==> src/hdl/sfr_map.svh <==
`ifndef SFR_MAP_SVH
`define SFR_MAP_SVH

// ****************************************
// register offsets (byte addresses)
// ****************************************
`define SFR_OFS_CODE  8'h00
`define SFR_OFS_SYS2  8'h04
`define SFR_OFS_SCTL  8'h08
`define SFR_OFS_UCNT  8'h0C
`define SFR_OFS_STAT  8'h10
`define SFR_OFS_UDONE 8'h14

// ****************************************
// fields and reset values
// ****************************************
`define SFR_CODE_RST   8'h80
`define SFR_CODE_ERR   4
`define SFR_SYS2_FRE   0
`define SFR_SCTL_ARM   0
`define SFR_UCNT_RST   8'h30
`define SFR_BYTE_STRB  4'h1

// ****************************************
// link commands
// ****************************************
`define SFR_CMD_START  8'h55
`define SFR_CMD_ERDONE 8'h66
`define SFR_CMD_DATREQ 8'h77
`define SFR_CMD_OK     8'hAA

// ****************************************
// erase range, unit size, timing
// ****************************************
`define SFR_EB_FIRST   4'hA
`define SFR_EB_LAST    4'hC
`define SFR_UNIT_LAST  7'h7F
`define SFR_CLK_HZ     250000000
`define SFR_BAUD       38400

`endif

==> src/hdl/sfr_pkg.sv <==
package sfr_pkg;

  typedef enum logic [3:0] {
    ST_IDLE    = 4'h0,
    ST_LD_ER   = 4'h1,
    ST_ERASE   = 4'h2,
    ST_ER_WAIT = 4'h3,
    ST_TX_66   = 4'h4,
    ST_LD_PR   = 4'h5,
    ST_TX_77   = 4'h6,
    ST_RECV    = 4'h7,
    ST_PR_RD   = 4'h8,
    ST_PR_WR   = 4'h9,
    ST_PR_WAIT = 4'hA,
    ST_TX_AA   = 4'hB,
    ST_FAIL    = 4'hC
  } sfr_state_t;

endpackage : sfr_pkg

==> src/hdl/sfr_if.sv <==
interface sfr_uart_if;
  logic       tx_valid;
  logic [7:0] tx_data;
  logic       tx_ready;
  logic       rx_valid;
  logic [7:0] rx_data;
  modport ctrl (output tx_valid, tx_data, input tx_ready, rx_valid, rx_data);
  modport uart (input tx_valid, tx_data, output tx_ready, rx_valid, rx_data);
endinterface : sfr_uart_if

interface sfr_buf_if #(
  parameter int AW = 7,
  parameter int W  = 8
);
  logic          we;
  logic [AW-1:0] waddr;
  logic [AW-1:0] raddr;
  logic [W-1:0]  wdata;
  logic [W-1:0]  rdata;
  modport ctrl (output we, waddr, raddr, wdata, input rdata);
  modport mem  (input we, waddr, raddr, wdata, output rdata);
endinterface : sfr_buf_if

==> src/hdl/sfr_buf.sv <==
module sfr_buf #(
  parameter int AW = 7,
  parameter int W  = 8
)(
  input wire logic pclk,
  sfr_buf_if.mem   b
);

  // ****************************************
  // one data unit, registered read
  // ****************************************
  logic [W-1:0] mem_q [2**AW];
  logic [W-1:0] rdata_q;

  always_ff @(posedge pclk)
  begin
    if (b.we)
      mem_q[b.waddr] <= b.wdata;
    rdata_q <= mem_q[b.raddr];
  end

  assign b.rdata = rdata_q;

endmodule : sfr_buf

==> src/hdl/sfr_uart.sv <==
module sfr_uart #(
  parameter int CLKS_PER_BIT = 6510
)(
  input  wire logic pclk,
  input  wire logic presetn,
  input  wire logic rxd_pin,
  output wire logic txd,
  sfr_uart_if.uart  u
);

  localparam logic [15:0] BIT_CNT  = 16'(CLKS_PER_BIT - 1);
  localparam logic [15:0] HALF_CNT = 16'(CLKS_PER_BIT / 2);

  logic [2:0]  rsync_q;
  logic        rx_lvl_q;
  logic        rx_busy_q;
  logic [15:0] rx_cnt_q;
  logic [3:0]  rx_bit_q;
  logic [7:0]  rx_sh_q;
  logic        rx_valid_q;
  logic        tx_busy_q;
  logic [15:0] tx_cnt_q;
  logic [3:0]  tx_bit_q;
  logic [9:0]  tx_sh_q;
  logic        txd_q;

  // ****************************************
  // receiver: 8 data, no parity, 1 stop
  // ****************************************
  always_ff @(posedge pclk or negedge presetn)
  begin
    if (!presetn)
    begin
      rsync_q    <= 3'h7;
      rx_lvl_q   <= 1'b1;
      rx_busy_q  <= 1'b0;
      rx_cnt_q   <= 16'h0000;
      rx_bit_q   <= 4'h0;
      rx_sh_q    <= 8'h00;
      rx_valid_q <= 1'b0;
    end
    else
    begin
      rsync_q    <= {rsync_q[1:0], rxd_pin};
      // glitch filter: line level moves only when stages two and three agree
      if (rsync_q[1] == rsync_q[2])
        rx_lvl_q <= rsync_q[2];
      rx_valid_q <= 1'b0;
      if (!rx_busy_q)
      begin
        if (!rx_lvl_q)
        begin
          rx_busy_q <= 1'b1;
          rx_cnt_q  <= HALF_CNT;
          rx_bit_q  <= 4'h0;
        end
      end
      else if (rx_cnt_q != 16'h0000)
        rx_cnt_q <= rx_cnt_q - 16'h0001;
      else
      begin
        rx_cnt_q <= BIT_CNT;
        rx_bit_q <= rx_bit_q + 4'h1;
        if (rx_bit_q == 4'h0)
        begin
          if (rx_lvl_q)
            rx_busy_q <= 1'b0;
        end
        else if (rx_bit_q < 4'h9)
          rx_sh_q <= {rx_lvl_q, rx_sh_q[7:1]}; // [RULE1]
        else
        begin
          // a low stop bit is a framing error: the byte is dropped
          rx_busy_q  <= 1'b0;
          rx_valid_q <= rx_lvl_q; // [RULE1]
        end
      end
    end
  end

  // ****************************************
  // transmitter
  // ****************************************
  always_ff @(posedge pclk or negedge presetn)
  begin
    if (!presetn)
    begin
      tx_busy_q <= 1'b0;
      tx_cnt_q  <= 16'h0000;
      tx_bit_q  <= 4'h0;
      tx_sh_q   <= 10'h3FF;
      txd_q     <= 1'b1;
    end
    else if (!tx_busy_q)
    begin
      if (u.tx_valid)
      begin
        tx_sh_q   <= {1'b1, u.tx_data, 1'b0}; // [RULE1]
        tx_busy_q <= 1'b1;
        tx_cnt_q  <= 16'h0000;
        tx_bit_q  <= 4'h0;
      end
    end
    else if (tx_cnt_q != 16'h0000)
      tx_cnt_q <= tx_cnt_q - 16'h0001;
    else if (tx_bit_q == 4'hA)
      tx_busy_q <= 1'b0;
    else
    begin
      txd_q    <= tx_sh_q[0];
      tx_sh_q  <= {1'b1, tx_sh_q[9:1]};
      tx_cnt_q <= BIT_CNT;
      tx_bit_q <= tx_bit_q + 4'h1;
    end
  end

  assign u.tx_ready = ~tx_busy_q;
  assign u.rx_valid = rx_valid_q;
  assign u.rx_data  = rx_sh_q;
  assign txd        = txd_q;

endmodule : sfr_uart

==> src/hdl/sfr_ctrl.sv <==
// Contract
// [RULE1] link is 8N1 at 38400 baud
// [RULE2] host opens session with byte 0x55
// [RULE3] device sends 0x66 after erase completes
// [RULE4] device sends 0x77 to request next unit
// [RULE5] device sends 0xAA after all units programmed
// [RULE6] host times out silence as failure
// [RULE7] receive event only for start; irqs masked
// [RULE8] erase blocks ten to twelve before programming
// [RULE9] 128-byte units buffered, programmed at ascending addresses
// [RULE10] load erase routine, then programming routine
// [RULE11] control register needs access enable bit set
// [RULE12] access enable locks out timer unit registers
// [RULE13] interface registers are byte access only
// [RULE14] reset and standby entry restore initial values; standby does not clear unit_q (UDONE)
// [RULE15] error flag survives software standby and watch
// [RULE16] control/status register resets to 0x80
// [RULE17] bit7 reads one; bits 6,5,3..1 zero
// [RULE18] error flag set on failure, blocks operations
// [RULE19] error flag cleared by power-on or hardware standby
// [RULE20] after error, hold reset at least 100 us
// [RULE21] start, erase, report, request units, report success
`include "sfr_map.svh"
module sfr_ctrl #(
  parameter int                CLKS_PER_BIT = `SFR_CLK_HZ / `SFR_BAUD,
  parameter logic [23:0]       FLASH_BASE   = 24'h040000
)(
  input  wire logic        pclk,
  input  wire logic        presetn,
  input  wire logic [7:0]  paddr,
  input  wire logic        psel,
  input  wire logic        penable,
  input  wire logic        pwrite,
  input  wire logic [31:0] pwdata,
  input  wire logic [3:0]  pstrb,
  output logic      [31:0] prdata,
  output logic             pready,
  output logic             pslverr,
  input  wire logic        uart_rxd,
  output wire logic        uart_txd,
  input  wire logic        hw_standby_pin,
  input  wire logic        sw_standby_pin,
  output logic             routine_load,
  output logic             routine_sel,
  input  wire logic        routine_ready,
  output logic             flash_erase,
  output logic      [3:0]  flash_erase_blk,
  output logic             flash_prog,
  output logic      [23:0] flash_addr,
  output logic      [7:0]  flash_wdata,
  input  wire logic        flash_done,
  input  wire logic        flash_fail,
  output logic             irq_mask,
  output logic             start_irq,
  output logic             timer_unit_lock
);

  sfr_uart_if                 u_if ();
  sfr_buf_if #(.AW(7), .W(8)) b_if ();

  sfr_pkg::sfr_state_t state_q;
  sfr_pkg::sfr_state_t state_d;

  logic [2:0] hws_q;
  logic [2:0] sws_q;
  logic       hw_stby_q;
  logic       sw_stby_q;
  logic       err_flag_q;
  logic       fre_q;
  logic       arm_q;
  logic [7:0] ucnt_q;
  logic [7:0] unit_q;
  logic [7:0] unit_d;
  logic [6:0] byte_q;
  logic [6:0] byte_d;
  logic [3:0] blk_q;
  logic [3:0] blk_d;
  logic       tx_valid_q;
  logic [7:0] tx_data_q;
  logic       tx_go;
  logic [7:0] tx_byte;
  logic       pready_q;
  logic       pslverr_q;
  logic [31:0] prdata_q;

  // ****************************************
  // standby pins and apb decode
  // ****************************************
  wire stby_clr  = hw_stby_q | sw_stby_q;
  wire setup     = psel & ~penable;
  wire wr        = psel & penable & pready_q & pwrite & ~pslverr_q;
  wire hit_code  = paddr == `SFR_OFS_CODE;
  wire hit_sys2  = paddr == `SFR_OFS_SYS2;
  wire hit_sctl  = paddr == `SFR_OFS_SCTL;
  wire hit_ucnt  = paddr == `SFR_OFS_UCNT;
  wire hit_stat  = paddr == `SFR_OFS_STAT;
  wire hit_udone = paddr == `SFR_OFS_UDONE;
  wire unmapped  = ~(hit_code | hit_sys2 | hit_sctl | hit_ucnt |
                     hit_stat | hit_udone);
  wire code_lock = hit_code & ~fre_q; // [RULE11]
  wire bad_strb  = pwrite & (pstrb != `SFR_BYTE_STRB); // [RULE13]
  wire apb_err   = unmapped | code_lock | bad_strb;
  wire busy      = state_q != sfr_pkg::ST_IDLE;

  // fixed bits are not storage: a write cannot disturb them
  wire [7:0] code_val = `SFR_CODE_RST |
                        (8'(err_flag_q) << `SFR_CODE_ERR); // [RULE16] [RULE17]
  wire [7:0] stat_val = {busy, err_flag_q, 2'b00, state_q};
  wire [7:0] rd_byte  = hit_code  ? code_val :
                        hit_sys2  ? {7'h00, fre_q} :
                        hit_sctl  ? {7'h00, arm_q} :
                        hit_ucnt  ? ucnt_q :
                        hit_stat  ? stat_val :
                        hit_udone ? unit_q : 8'h00;

  wire we_sys2 = wr & hit_sys2;
  wire we_sctl = wr & hit_sctl;
  wire we_ucnt = wr & hit_ucnt;

  // ****************************************
  // session events
  // ****************************************
  wire rx_start = u_if.rx_valid & (u_if.rx_data == `SFR_CMD_START) &
                  arm_q & ~err_flag_q & ~busy; // [RULE2] [RULE7] [RULE18]
  wire flash_wait = (state_q == sfr_pkg::ST_ER_WAIT) |
                    (state_q == sfr_pkg::ST_PR_WAIT);
  wire unit_end   = byte_q == `SFR_UNIT_LAST;
  wire tx_free    = u_if.tx_ready & ~tx_valid_q;
  wire enter_ld   = (state_d == sfr_pkg::ST_LD_ER ||
                     state_d == sfr_pkg::ST_LD_PR) && state_d != state_q;

  assign u_if.tx_valid = tx_valid_q;
  assign u_if.tx_data  = tx_data_q;
  assign b_if.we       = (state_q == sfr_pkg::ST_RECV) & u_if.rx_valid;
  assign b_if.waddr    = byte_q;
  assign b_if.wdata    = u_if.rx_data;
  assign b_if.raddr    = byte_q;

  sfr_uart #(
    .CLKS_PER_BIT (CLKS_PER_BIT)
  ) u_uart (
    .pclk    (pclk),
    .presetn (presetn),
    .rxd_pin (uart_rxd),
    .txd     (uart_txd),
    .u       (u_if.uart)
  );

  sfr_buf #(
    .AW (7),
    .W  (8)
  ) u_buf (
    .pclk (pclk),
    .b    (b_if.mem)
  );

  // ****************************************
  // sequencer next state
  // ****************************************
  always_comb
  begin
    state_d = state_q;
    unit_d  = unit_q;
    byte_d  = byte_q;
    blk_d   = blk_q;
    tx_go   = 1'b0;
    tx_byte = 8'h00;
    unique case (state_q)
      sfr_pkg::ST_IDLE:
        if (rx_start)
        begin
          state_d = sfr_pkg::ST_LD_ER; // [RULE21]
          blk_d   = `SFR_EB_FIRST; // [RULE8]
          unit_d  = 8'h00;
        end
      sfr_pkg::ST_LD_ER:
        if (routine_ready)
          state_d = sfr_pkg::ST_ERASE; // [RULE10]
      sfr_pkg::ST_ERASE:
        state_d = sfr_pkg::ST_ER_WAIT;
      sfr_pkg::ST_ER_WAIT:
        if (flash_fail)
          state_d = sfr_pkg::ST_FAIL;
        else if (flash_done)
        begin
          if (blk_q == `SFR_EB_LAST)
            state_d = sfr_pkg::ST_TX_66; // [RULE8]
          else
          begin
            blk_d   = blk_q + 4'h1;
            state_d = sfr_pkg::ST_ERASE;
          end
        end
      sfr_pkg::ST_TX_66:
        if (tx_free)
        begin
          tx_go   = 1'b1;
          tx_byte = `SFR_CMD_ERDONE; // [RULE3]
          state_d = sfr_pkg::ST_LD_PR;
        end
      sfr_pkg::ST_LD_PR:
        if (routine_ready)
        begin
          byte_d  = 7'h00;
          state_d = (ucnt_q == 8'h00) ? sfr_pkg::ST_TX_AA
                                      : sfr_pkg::ST_TX_77; // [RULE10]
        end
      sfr_pkg::ST_TX_77:
        if (tx_free)
        begin
          tx_go   = 1'b1;
          tx_byte = `SFR_CMD_DATREQ; // [RULE4]
          state_d = sfr_pkg::ST_RECV;
        end
      sfr_pkg::ST_RECV:
        if (u_if.rx_valid)
        begin
          byte_d = byte_q + 7'h01; // [RULE9]
          if (unit_end)
            state_d = sfr_pkg::ST_PR_RD;
        end
      sfr_pkg::ST_PR_RD:
        state_d = sfr_pkg::ST_PR_WR;
      sfr_pkg::ST_PR_WR:
        state_d = sfr_pkg::ST_PR_WAIT;
      sfr_pkg::ST_PR_WAIT:
        if (flash_fail)
          state_d = sfr_pkg::ST_FAIL;
        else if (flash_done)
        begin
          byte_d = byte_q + 7'h01;
          if (!unit_end)
            state_d = sfr_pkg::ST_PR_RD;
          else
          begin
            unit_d  = unit_q + 8'h01; // [RULE9]
            state_d = (unit_q + 8'h01 == ucnt_q) ? sfr_pkg::ST_TX_AA
                                                 : sfr_pkg::ST_TX_77;
          end
        end
      sfr_pkg::ST_TX_AA:
        if (tx_free)
        begin
          tx_go   = 1'b1;
          tx_byte = `SFR_CMD_OK; // [RULE5]
          state_d = sfr_pkg::ST_IDLE;
        end
      sfr_pkg::ST_FAIL:
        // no error byte exists; the host sees only silence
        state_d = sfr_pkg::ST_IDLE;
      default:
        state_d = sfr_pkg::ST_IDLE;
    endcase
    if (stby_clr)
      state_d = sfr_pkg::ST_IDLE; // [RULE14]
  end

  // ****************************************
  // standby synchronisers
  // ****************************************
  always_ff @(posedge pclk or negedge presetn)
  begin
    if (!presetn)
    begin
      hws_q     <= 3'h0;
      sws_q     <= 3'h0;
      hw_stby_q <= 1'b0;
      sw_stby_q <= 1'b0;
    end
    else
    begin
      hws_q <= {hws_q[1:0], hw_standby_pin};
      sws_q <= {sws_q[1:0], sw_standby_pin};
      if (hws_q[1] == hws_q[2])
        hw_stby_q <= hws_q[2];
      if (sws_q[1] == sws_q[2])
        sw_stby_q <= sws_q[2];
    end
  end

  // ****************************************
  // apb slave: zero wait states
  // ****************************************
  always_ff @(posedge pclk or negedge presetn)
  begin
    if (!presetn)
    begin
      pready_q  <= 1'b0;
      pslverr_q <= 1'b0;
      prdata_q  <= 32'h0000_0000;
    end
    else
    begin
      pready_q  <= setup;
      pslverr_q <= setup & apb_err;
      prdata_q  <= (setup & ~pwrite & ~apb_err) ? {24'h000000, rd_byte}
                                                : 32'h0000_0000;
    end
  end

  // ****************************************
  // software registers
  // ****************************************
  always_ff @(posedge pclk or negedge presetn)
  begin
    if (!presetn)
    begin
      fre_q  <= 1'b0;
      arm_q  <= 1'b0;
      ucnt_q <= `SFR_UCNT_RST;
    end
    else if (stby_clr)
    begin
      fre_q  <= 1'b0; // [RULE14]
      arm_q  <= 1'b0;
      ucnt_q <= `SFR_UCNT_RST;
    end
    else
    begin
      if (we_sys2)
        fre_q <= pwdata[`SFR_SYS2_FRE];
      if (we_sctl)
        arm_q <= pwdata[`SFR_SCTL_ARM];
      if (we_ucnt)
        ucnt_q <= pwdata[7:0];
    end
  end

  // software standby leaves this flag alone; a failure beats a clear
  always_ff @(posedge pclk or negedge presetn)
  begin
    if (!presetn)
      err_flag_q <= 1'b0; // [RULE19]
    else if (flash_wait & flash_fail)
      err_flag_q <= 1'b1; // [RULE18]
    else if (hw_stby_q)
      err_flag_q <= 1'b0; // [RULE19] [RULE15]
  end

  // ****************************************
  // sequencer state and outputs
  // ****************************************
  always_ff @(posedge pclk or negedge presetn)
  begin
    if (!presetn)
    begin
      state_q    <= sfr_pkg::ST_IDLE;
      unit_q     <= 8'h00;
      byte_q     <= 7'h00;
      blk_q      <= 4'h0;
      tx_valid_q <= 1'b0;
      tx_data_q  <= 8'h00;
    end
    else
    begin
      state_q    <= state_d;
      unit_q     <= unit_d;
      byte_q     <= stby_clr ? 7'h00 : byte_d;
      blk_q      <= blk_d;
      tx_valid_q <= tx_go;
      if (tx_go)
        tx_data_q <= tx_byte;
    end
  end

  always_ff @(posedge pclk or negedge presetn)
  begin
    if (!presetn)
    begin
      routine_load    <= 1'b0;
      routine_sel     <= 1'b0;
      flash_erase     <= 1'b0;
      flash_erase_blk <= 4'h0;
      flash_prog      <= 1'b0;
      flash_addr      <= 24'h000000;
      flash_wdata     <= 8'h00;
      irq_mask        <= 1'b0;
      start_irq       <= 1'b0;
    end
    else
    begin
      routine_load <= enter_ld; // [RULE10]
      if (enter_ld)
        routine_sel <= state_d == sfr_pkg::ST_LD_PR;
      flash_erase <= state_q == sfr_pkg::ST_ERASE; // [RULE8]
      if (state_q == sfr_pkg::ST_ERASE)
        flash_erase_blk <= blk_q;
      flash_prog <= state_q == sfr_pkg::ST_PR_WR; // [RULE9]
      if (state_q == sfr_pkg::ST_PR_WR)
      begin
        flash_addr  <= FLASH_BASE + {9'h000, unit_q, byte_q};
        flash_wdata <= b_if.rdata;
      end
      irq_mask  <= state_d != sfr_pkg::ST_IDLE; // [RULE7]
      start_irq <= rx_start; // [RULE7]
    end
  end

  assign prdata          = prdata_q;
  assign pready          = pready_q;
  assign pslverr         = pslverr_q;
  assign timer_unit_lock = fre_q; // [RULE12]

endmodule : sfr_ctrl

==> config.mk <==
export PLATFORM = sky130hd
export DESIGN_NAME = sfr_ctrl
export DESIGN_NICKNAME = d
export VERILOG_FILES = /design/src/hdl/sfr_pkg.sv /design/src/hdl/sfr_if.sv /design/src/hdl/sfr_buf.sv /design/src/hdl/sfr_uart.sv /design/src/hdl/sfr_ctrl.sv
export VERILOG_INCLUDE_DIRS = /design/src /design/src/hdl
export SDC_FILE = /design/constraint.sdc
export NUM_CORES = 1
export LEC_CHECK = 0
export BUFFER_PORTS_ARGS = -buffer_cell sky130_fd_sc_hd__buf_2
export CAP_MARGIN = 20
export CELL_PAD_IN_SITES_DETAIL_PLACEMENT = 0
export CELL_PAD_IN_SITES_GLOBAL_PLACEMENT = 2
export CORE_MARGIN = 2
export CORE_UTILIZATION = 30
export CTS_CLUSTER_DIAMETER = 60
export DETAILED_ROUTE_END_ITERATION = 8
export PLACE_DENSITY = 0.57
export SLEW_MARGIN = 10
export SYNTH_ARGS = -nofsm -noshare
export SYNTH_HDL_FRONTEND = slang
export SYNTH_SLANG_ARGS = --single-unit
==> constraint.sdc <==
create_clock -name pclk -period 3.9 [get_ports pclk]
set_input_delay 0.195 -clock pclk [delete_from_list [all_inputs] [get_ports pclk]]
set_output_delay 0.195 -clock pclk [all_outputs]
set_load 0.01 [all_outputs]
==> reports/qor.yml, run 1 <==
logic_synthesis:
  synth_edf_count: 1024
  ys_types: 88
  ys_seq_area_share_pct: 75.54
  synthesis.area_um2: 46110
  ys_warn_count: 0
  synth-main-ff-cell: "edfxtp_1"
  synthCells: 2956
  async_flop_share_pct: 13.13
  yosys_register_bits: 1188
  synth.avg_cell_area_um2: 15.60
routing:
  top_layer: "met5"
  post_drt_wl_per_cell_um: 26.57
  wl_met1_um: 64570
  drt_iter0_drc: 2475
  ant_nets: 0
  wl_um: 144000
  drc_errors: 0
  vias_per_cell: 5.246
  drtPass1Iterations: 5
  met3_wirelength_um: 8197
  routed-via-count: 28433
  wl_met2_um: 68130
clocking:
  clk_latency_ns: 0.78
  numCtsBuffers: 135
  htreeDepth: 4
  cts_tree: "built"
  clock_path_buffers: 3
  clock-root-buffer: "clkbuf_16"
  clock-sinks: 1188
  cts.clk_slew.worst_paths_ns: 0.06
pwr:
  power-per-cell-area_nw_per_um2: 486.1
  power.total_w: 0.02672
  leakagePower_nw: 16.51
  ir_worst_vdd_mv: 0.4559
die:
  ios: 133
  die_y_um: 396.1
  rows: 143
  core_um2: 152300
  die_w_um: 396.1
  die_area_um2: 156900
  start_util_pct: 30.29
sta:
  clock.fmax_mhz: 285.2
  hold_viol: 0
  period_needed_ns: 3.506
  fin_skew_ns: 0.04934
  setup_viol: 0
  slew_headroom_pct: 26.50
  finalSetupTns_ns: 0
  period_share_pct: 89.89
  maxSlewViolCount: 0
  worstMarginPinSlew_ns: 1.103
  grt_setup_unrepaired: "no"
setup_path:
  crit_path_max_incr_delay_ns: 0.97
  rr_startpoint: "b_if.raddr[1]$_DFFE_PN0P_"
  path_class: "reg -> reg"
  startpoint_type: "register"
  crit_required_ns: 4.30
  path_delay_family: "simple AND/OR/NAND/NOR gates"
  cp_slowest_cell: "and3b_4"
  r2r_slack_ns: 0.39
  end_kind: "register"
  r2r_cells: 4
  critPathBufInv: 1
  arrival_ns: 3.90
  r2r_end: "u_buf.mem_q[43][2]$_DFFE_PP_"
  cp_cell_sequence: "and3b_4 > nand2_1 > buf_4 > nor2_1"
  path_max_fanout: 38
global_routing:
  grt_max_degree: 89
  antenna_found_initial: 6
  grt.overflow.total: 0
  grt_pass1_vias: 28669
  grt_pass1_wl_um: 207500
  grt_usage_pct: 18.16
final_layout:
  layout.nets: 3347
  utilization_pct: 36.10
  area_delta_synth_final_pct: 19.19
  drive_gt1_share_pct: 19.42
worst_hold_path:
  hp-start: "uart_rxd"
  hold_path_end: "u_uart.rsync_q[0]$_DFF_PN1_"
  hp-class: "in -> reg"
  hold_depth: 2
placement:
  dp_hpwl_um: 88490
  gp_congestion: 0.8066
  io_buffers: 76
run_status:
  status: "complete, no violations"
flow_run:
  maxCapViolCount: 0
cell usage after synthesis (20+ instances only):
cell      number  share of area, %
edfxtp_1    1024                67
a22oi_1      315               5.1
nor2_1       224               1.8
dfrtp_1      140               7.6
nand2_1      123               1.0
buf_2         86              0.93
a22o_1        83               1.6
a221oi_1      80               1.5
a21oi_1       75              0.81
clkbuf_1      75              0.61
a31oi_1       73              0.99
o21ai_0       73              0.79
nand4_1       46              0.62
mux2_2        44               1.1
nand3_1       43              0.47
buf_4         38              0.62
inv_1         35              0.28
nor3_1        30              0.33
mux2i_1       27              0.59
buf_1         23              0.19
nor4_1        20              0.27
sequential cells by signal, indices dropped and copies added (netlist names), 4 cells and up:
register          cells
flash_wdata           8
ucnt_q                8
u_uart.u.rx_data      8
u_uart.rx_cnt_q      16
unit_q                8
prdata                8
u_uart.tx_sh_q        9
b_if.raddr            7
flash_erase_blk       4
u_uart.rx_bit_q       4
tx_data_q             4
u_uart.tx_bit_q       4
blk_q                 4
flash_addr           16
state_q               4
u_uart.tx_cnt_q      16
u_buf.b.rdata         8
u_buf.mem_q        1024
how the worst max path moves through the flow:
stage	start	endpoint	cells after the start
floorplan	u_uart.u.rx_data[7]$_DFFE_PN0P_	routine_sel$_DFFE_PN0P_	7
global placement	b_if.raddr[1]$_DFFE_PN0P_	u_buf.mem_q[43][4]$_DFFE_PP_	4
detailed placement	b_if.raddr[1]$_DFFE_PN0P_	u_buf.mem_q[43][3]$_DFFE_PP_	4
CTS	b_if.raddr[1]$_DFFE_PN0P_	u_buf.mem_q[43][2]$_DFFE_PP_	4
global route	b_if.raddr[1]$_DFFE_PN0P_	u_buf.mem_q[43][2]$_DFFE_PP_	4
finish	b_if.raddr[1]$_DFFE_PN0P_	u_buf.mem_q[43][2]$_DFFE_PP_	4
area by class of cell:
type / count / area [µm²]
Fill cell: 14329 / 97300
Inverter: 35 / 131.4
Clock inverter: 68 / 664.4
Antenna cell: 1 / 2.502
Sequential cell: 1188 / 34870
Multi-Input combinational cell: 1535 / 10150
Timing Repair Buffer: 385 / 2962
Tap cell: 2030 / 2540
Clock buffer: 178 / 3642
metrics by stage:
step	setup WS (ns)	cell area, µm²	hold WS (ns)	instances
floorplan	0.5179	46230	-0.1006	2987
global placement	0.4295	50360	0.3055	5143
finish	0.3942	54960	0.07236	5420
detailed placement	0.4262	50360	0.3023	5143
CTS	0.3901	54950	0.01730	5417
global route	0.2815	54960	0.03528	5419
where the power goes:
part / total, W / internal, W / switching [W]
Sequential: 0.0139 / 0.0138 / 0.000134
Combinational: 0.000541 / 0.000210 / 0.000330
Clock: 0.0122 / 0.00690 / 0.00534
Total: 0.0267 / 0.0209 / 0.00580
cell usage in the layout, fill, tap and decap left out, drive strengths merged, types with 9 or more instances in the layout:
master,Yosys,final
clkinv,0,53
mux2i,27,27
nor4,22,22
nor2b,16,16
o21ai,76,76
a41oi,10,10
nor3,33,33
xnor2,9,9
nand2,124,124
nor2,226,226
o211ai,17,17
o31ai,10,10
dfrtp,140,140
conb,1,32
a21oi,75,75
a22o,83,83
o22ai,9,9
a31oi,73,73
a221oi,84,84
nand4,47,47
clkbuf,76,179
nand2b,11,11
inv,35,42
or3,11,11
nand3,43,43
dfstp,16,16
edfxtp,1024,1024
a22oi,315,315
ha,12,12
mux2,44,44
dlygate4sd3,0,28
buf,153,356
kinds of logic (layout without fill, tap and decap cells):
kind of cell / after synthesis / after routing / synth area share [%]
AOI/OAI and AO/OA: 817 / 817 / 12.99
xor gates and xnor gates: 15 / 15 / 0.2849
adders and majority gates: 15 / 15 / 0.3907
buffers and inverters: 264 / 666 / 2.792
DFF: 1188 / 1188 / 75.54
muxes: 77 / 77 / 1.954
other: 1 / 33 / 0.008132
and+or+nand+nor: 579 / 579 / 6.040
repair_timing:
| item | CTS | global route |
|---|---|---|
| resized for setup | 0 | 0 |
| endpoints found under the setup margin | 0 | 0 |
| hold buffers | 28 | 0 |
| buffers inserted | 0 | 0 |
| endpoints found under the hold margin | 103 | 0 |
layer usage:
metal  vias to the layer above  global-route usage (%)
met5                         -                       0
met4                         2                   4.807
met3                       195                   3.058
met2                       938                   29.36
met1                     14837                   25.26
li1                      12461                       -
Power figures use the tool's default switching activity.
==> inputs of run 2 (changes only) <==
==> constraint.sdc (replaced) <==
create_clock -name pclk -period 4.46 [get_ports pclk]
set_input_delay 0.223 -clock pclk [delete_from_list [all_inputs] [get_ports pclk]]
set_output_delay 0.223 -clock pclk [all_outputs]
set_load 0.01 [all_outputs]
==> reports/qor.yml, run 2 (synthesized netlist as in run 1, its figures left out) <==
global_routing:
  grt_pass1_wl_um: 206600  # -0.47%
  grt.overflow.total: 0  # unchanged
  grt_pass1_vias: 28691  # +0.077%
  antenna_found_initial: 5  # -1
  grt_usage_pct: 17.97  # -0.19 points
  grt_max_degree: 97  # +9.0%
final_layout:
  utilization_pct: 35.65  # -0.45 points
  area_delta_synth_final_pct: 17.70
  antenna_cells: 0  # -1
  layout.nets: 3275  # -2.2%
  multiInputGateArea_um2: 10150  # unchanged
  largest_reg_flops: 1024  # unchanged
  nFillCells: 14346  # +0.12%
  layout_commonest_cell: "edfxtp_1"
  drive_gt1_share_pct: 17.58  # -1.8 points
  stdcell_count: 5335  # -1.6%
  top_register: "u_buf.mem_q"
  final_cell_mix: "edfxtp_1 (1024), a22oi_1 (315), nor2_1 (223), buf_4 (199), clkbuf_16 (137)"
  seqCellArea_um2: 34870  # unchanged
sta:
  period_needed_ns: 3.534  # +0.02821 ns
  setup_viol: 0  # unchanged
  fin_skew_ns: 0.03489  # -0.01445 ns
  period_share_pct: 79.24  # -11 points
  maxSlewViolCount: 0  # unchanged
  worstMarginPinSlew_ns: 1.080  # -0.02218 ns
  grt_setup_unrepaired: "no"
  clock.fmax_mhz: 283.0  # -0.80%
  timing.final.ws_setup_ns: 0.9260  # +0.5318 ns
  finalSetupTns_ns: 0  # unchanged
  hold_viol: 0  # unchanged
  hold_slack_ns: 0.09557  # +0.02320 ns
  slew_headroom_pct: 27.97  # +1.5 points
routing:
  drt_iter0_drc: 2675  # +8.1%
  ant_nets: 0  # unchanged
  vias_per_cell: 5.258  # +0.23%
  drtPass1Iterations: 6  # +1
  wl_um: 142700  # -0.94%
  post_drt_wl_per_cell_um: 26.74  # +0.63%
  drc_errors: 0  # unchanged
  routed-via-count: 28052  # -1.3%
die:
  start_util_pct: 30.29  # unchanged
  rows: 143  # unchanged
  ios: 133  # unchanged
  core_um2: 152300  # unchanged
  die_w_um: 396.1  # unchanged
  die_y_um: 396.1  # unchanged
  die_area_um2: 156900  # unchanged
placement:
  io_buffers: 76  # unchanged
  dp_cells: 5074  # -1.3%
  pre_cts_ws_ns: 0.9915  # +0.5652 ns
  dp_hpwl_um: 86350  # -2.4%
  gp_congestion: 0.7986  # -0.99%
pwr:
  power-per-cell-area_nw_per_um2: 428.9  # -12%
  ir_worst_vdd_mv: 0.3173  # -30%
  p_sw_share_pct: 21.10  # -0.62 points
  clock_power_share_pct: 45.6  # -0.2 points
  p_seq_share_pct: 52.4  # +0.2 points
  p_comb_share_pct: 2.0  # about the same
  leakagePower_nw: 16.09  # -2.5%
  p_switching_w: 0.004912  # -15%
  p_int_w: 0.01837  # -12%
setup_path:
  arrival_ns: 4.16  # +0.26 ns
  startpoint_type: "register"
  r2r_slack_ns: 0.93  # +0.53 ns
  path_class: "reg -> reg"
  r2r_end: "routine_sel$_DFFE_PN0P_"
  end_kind: "register"
  r2r_cells: 9  # +5
  crit_required_ns: 5.09  # +0.79 ns
  rr_startpoint: "b_if.raddr[0]$_DFFE_PN0P_"
  path_max_fanout: 33  # -13%
clocking:
  cts.clk_slew.worst_paths_ns: 0.06  # about the same
  clock-sinks: 1188  # unchanged
  clk_latency_ns: 0.78  # about the same
  numCtsBuffers: 135  # unchanged
  clock_path_buffers: 3  # unchanged
  htreeDepth: 4  # unchanged
  cts_tree: "built"
  clock-root-buffer: "clkbuf_16"
run_status:
  status: "complete, no violations"
worst_hold_path:
  hp-class: "in -> async"
flow_run:
  maxCapViolCount: 0  # unchanged
-- run 2: what timing repair did --
| action | 4_1_cts | 5_1_grt |
|---|---|---|
| buffers inserted | 0 | 0 |
| hold endpoints to repair | 107 | 0 |
| hold buffers | 26 | 0 |
| endpoints found under the setup margin | 0 | 0 |
| resized for setup | 0 | 0 |
-- run 2: per-layer routing --
metal,wire length (µm),track usage (%)
met5,0,0
met4,2792,4.665
met3,8016,2.984
met2,67740,29.21
met1,64110,24.92
-- run 2: worst max-delay path by stage --
stage / startpoint / endpoint / slack (ns) / cells after the start
global route: b_if.raddr[0]$_DFFE_PN0P_ / routine_sel$_DFFE_PN0P_ / 0.74 / 9
finish: b_if.raddr[0]$_DFFE_PN0P_ / routine_sel$_DFFE_PN0P_ / 0.93 / 9
floorplan: u_uart.u.rx_data[7]$_DFFE_PN0P_ / routine_sel$_DFFE_PN0P_ / 1.08 / 7
CTS: b_if.raddr[0]$_DFFE_PN0P_ / routine_sel$_DFFE_PN0P_ / 0.95 / 9
detailed placement: b_if.raddr[0]$_DFFE_PN0P_ / routine_sel$_DFFE_PN0P_ / 0.99 / 9
global placement: b_if.raddr[0]$_DFFE_PN0P_ / routine_sel$_DFFE_PN0P_ / 0.99 / 9
-- run 2: per-stage QoR --
step	instance area, µm²	total power [W]
detailed placement	49800	0.01288
global placement	49800	0.01285
global route	54280	0.02404
floorplan	46230	0.01274
CTS	54270	0.02350
finish	54280	0.02328
-- run 2: worst max-delay path, cell delays in order (launching register included) --
cell	delay [ns]
dfrtp_2	0.68
buf_4	0.63
ha_1	0.34
nand2_1	0.13
nor2_1	0.25
a21oi_1	0.15
or4_1	0.56
a31oi_1	0.37
nor3_2	0.11
a2bb2oi_1	0.14
-- run 2: power groups by stage --
stage / sequential [W] / clock (W) / combinational (W)
6_report: 0.0122 / 0.0106 / 0.000470
5_1_grt: 0.0122 / 0.0113 / 0.000542
4_1_cts: 0.0122 / 0.0108 / 0.000478
3_5_place_dp: 0.0124 / 0 / 0.000460
3_3_place_gp: 0.0124 / 0 / 0.000440
2_1_floorplan: 0.0124 / 0 / 0.000354
-- run 2: layout make-up --
type                            count  share of cell area [%]
Clock buffer                      166                   6.554
Clock inverter                     68                   1.196
Inverter                           35                  0.2420
Multi-Input combinational cell   1535                   18.70
Sequential cell                  1188                   64.24
Tap cell                         2030                   4.680
Timing Repair Buffer              313                   4.387
==> inputs of run 3 (changes only) <==
==> constraint.sdc (replaced) <==
create_clock -name pclk -period 3.4 [get_ports pclk]
set_input_delay 0.17 -clock pclk [delete_from_list [all_inputs] [get_ports pclk]]
set_output_delay 0.17 -clock pclk [all_outputs]
set_load 0.01 [all_outputs]
==> reports/qor.yml, run 3 (synthesized netlist as in run 1, its figures left out) <==
setup_path:
  path_class: "reg -> reg"
  end_kind: "register"
  path_max_fanout: 22  # -33%
  worstSetupStartpoint: "b_if.raddr[0]$_DFFE_PN0P_"
  r2r_cells: 8  # -1
  critical_path.endpoint: "u_buf.b.rdata[0]$_DFF_P_"
  rr_startpoint: "b_if.raddr[0]$_DFFE_PN0P_"
  crit_required_ns: 4.02  # -1.07 ns
  arrival_ns: 3.80  # -0.36 ns
  startpoint_type: "register"
  r2r_slack_ns: 0.22  # -0.70 ns
  r2r_end: "u_buf.b.rdata[0]$_DFF_P_"
clocking:
  cts_tree: "built"
  numCtsBuffers: 134  # -0.74%
  clock_path_buffers: 3  # unchanged
  cts_resized: 0  # unchanged
  clk_latency_ns: 0.77  # about the same
  htreeDepth: 4  # unchanged
  clock-root-buffer: "clkbuf_16"
  clock-sinks: 1188  # unchanged
  cts.clk_slew.worst_paths_ns: 0.06  # about the same
sta:
  clock.fmax_mhz: 314.7  # +11%
  slew_headroom_pct: 23.52  # -4.5 points
  period_needed_ns: 3.178  # -0.3559 ns
  grt_setup_unrepaired: "no"
  setup_viol: 0  # unchanged
  period_share_pct: 93.47  # +14 points
  hold_viol: 0  # unchanged
  maxSlewViolCount: 0  # unchanged
  worstMarginPinSlew_ns: 1.145  # +0.06443 ns
  fin_skew_ns: 0.03303  # -0.001859 ns
  finalSetupTns_ns: 0  # unchanged
routing:
  wl_um: 143800  # +0.80%
  ant_nets: 0  # unchanged
  vias_per_cell: 5.197  # -1.2%
  post_drt_wl_per_cell_um: 26.33  # -1.5%
  drtPass1Iterations: 5  # -1
  routed-via-count: 28385  # +1.2%
  drt_iter0_drc: 2599  # -2.8%
  drc_errors: 0  # unchanged
pwr:
  p_comb_share_pct: 2.1  # about the same
  leakagePower_nw: 16.71  # +3.8%
  p_int_w: 0.02398  # +31%
  p_seq_share_pct: 52.5  # about the same
  power-per-cell-area_nw_per_um2: 551.1  # +28%
  p_sw_share_pct: 21.33  # +0.23 points
  clock_power_share_pct: 45.4  # -0.2 points
  p_switching_w: 0.006501  # +32%
  power.total_w: 0.03048  # +31%
  ir_worst_vdd_mv: 0.5338  # +68%
run_status:
  status: "complete, no violations"
global_routing:
  grt_max_degree: 93  # -4.1%
  grt_usage_pct: 18.12  # +0.15 points
  grt_pass1_vias: 28886  # +0.68%
  antenna_found_initial: 6  # +1
  grt_pass1_wl_um: 206900  # +0.16%
  grt.overflow.total: 0  # unchanged
final_layout:
  stdcell_count: 5462  # +2.4%
  layout.nets: 3390  # +3.5%
  nFillCells: 14370  # +0.17%
  multiInputGateArea_um2: 10150  # unchanged
  seqCellArea_um2: 34870  # unchanged
  largest_reg_flops: 1024  # unchanged
  utilization_pct: 36.32  # +0.67 points
  drive_gt1_share_pct: 19.99  # +2.4 points
  top_register: "u_buf.mem_q"
  area_delta_synth_final_pct: 19.93
  layout_commonest_cell: "edfxtp_1"
  final_cell_mix: "edfxtp_1 (1024), a22oi_1 (315), buf_4 (296), nor2_1 (223), clkbuf_16 (136)"
placement:
  gp_congestion: 0.8135  # +1.9%
  dp_hpwl_um: 90550  # +4.9%
  io_buffers: 76  # unchanged
  dp_cells: 5182  # +2.1%
die:
  die_area_um2: 156900  # unchanged
  ios: 133  # unchanged
  die_y_um: 396.1  # unchanged
  start_util_pct: 30.29  # unchanged
  core_um2: 152300  # unchanged
  die_w_um: 396.1  # unchanged
  rows: 143  # unchanged
flow_run:
  maxCapViolCount: 0  # unchanged
worst_hold_path:
  hp-class: "in -> reg"
==> run 3: cell types whose count changed in the layout (fill, tap and decap cells not counted), sizes merged <==
cell	previous run	this run
clkbuf	166	171
clkinv	46	53
inv	46	43
dlygate4sd3	26	34
diode	0	1
buf	287	395
bufinv	7	6
clkinvlp	4	6
==> run 3: worst min-delay path by stage <==
stage,start,end,depth (start not counted)
global placement,presetn,pready$_DFF_PN0_,1
floorplan,presetn,arm_q$_DFFE_PN0P_,0
CTS,paddr[7],prdata[6]$_DFF_PN0_,5
global route,paddr[7],prdata[6]$_DFF_PN0_,5
detailed placement,presetn,pslverr$_DFF_PN0_,1
finish,paddr[7],prdata[6]$_DFF_PN0_,5
==> run 3: power groups by stage <==
stage	Clock [W]	Combinational, W	Sequential, W
finish	0.0138	0.000642	0.0160
global route	0.0148	0.000746	0.0160
CTS	0.0142	0.000655	0.0160
detailed placement	0	0.000620	0.0163
global placement	0	0.000588	0.0163
floorplan	0	0.000465	0.0162
==> run 3: per-layer routing <==
| layer | up-vias | global-route usage (%) | wire, µm |
|---|---|---|---|
| li1 | 12541 | - | - |
| met1 | 14658 | 24.48 | 62920 |
| met2 | 965 | 28.62 | 66800 |
| met3 | 217 | 4.167 | 9592 |
| met4 | 4 | 6.233 | 4457 |
| met5 | - | 0 | 29 |
==> run 3: layout make-up <==
type                            count  share of cell area (%)
Sequential cell                  1188                   63.05
Timing Repair Buffer              429                   6.179
Antenna cell                        1                0.004525
Clock inverter                     73                   1.195
Clock buffer                      171                   6.391
Multi-Input combinational cell   1535                   18.35
Inverter                           35                  0.2376
Tap cell                         2030                   4.593
==> run 3: worst max-delay path, stage by stage, from the launching register on <==
cell and delay [ns]:
dfrtp_2 0.53, and3b_4 0.42, buf_12 0.25, buf_4 0.20, a22oi_1 0.21, a31oi_1 0.29
or4_1 0.65, nor2_1 0.27, o311ai_1 0.18
==> run 3: repair_timing <==
item	4_1_cts	5_1_grt
hold buffers	35	0
setup buffers	0	0
endpoints found under the hold margin	172	0
==> run 3: per-stage QoR <==
step	hold WS (ns)	setup WS, ns	instance area [µm²]
global placement	0.2332	0.2954	50740
floorplan	-0.1256	0.01791	46230
finish	0.07840	0.2219	55300
detailed placement	0.2447	0.2393	50740
CTS	0.03335	0.2352	55300
global route	0.1344	0.1579	55300
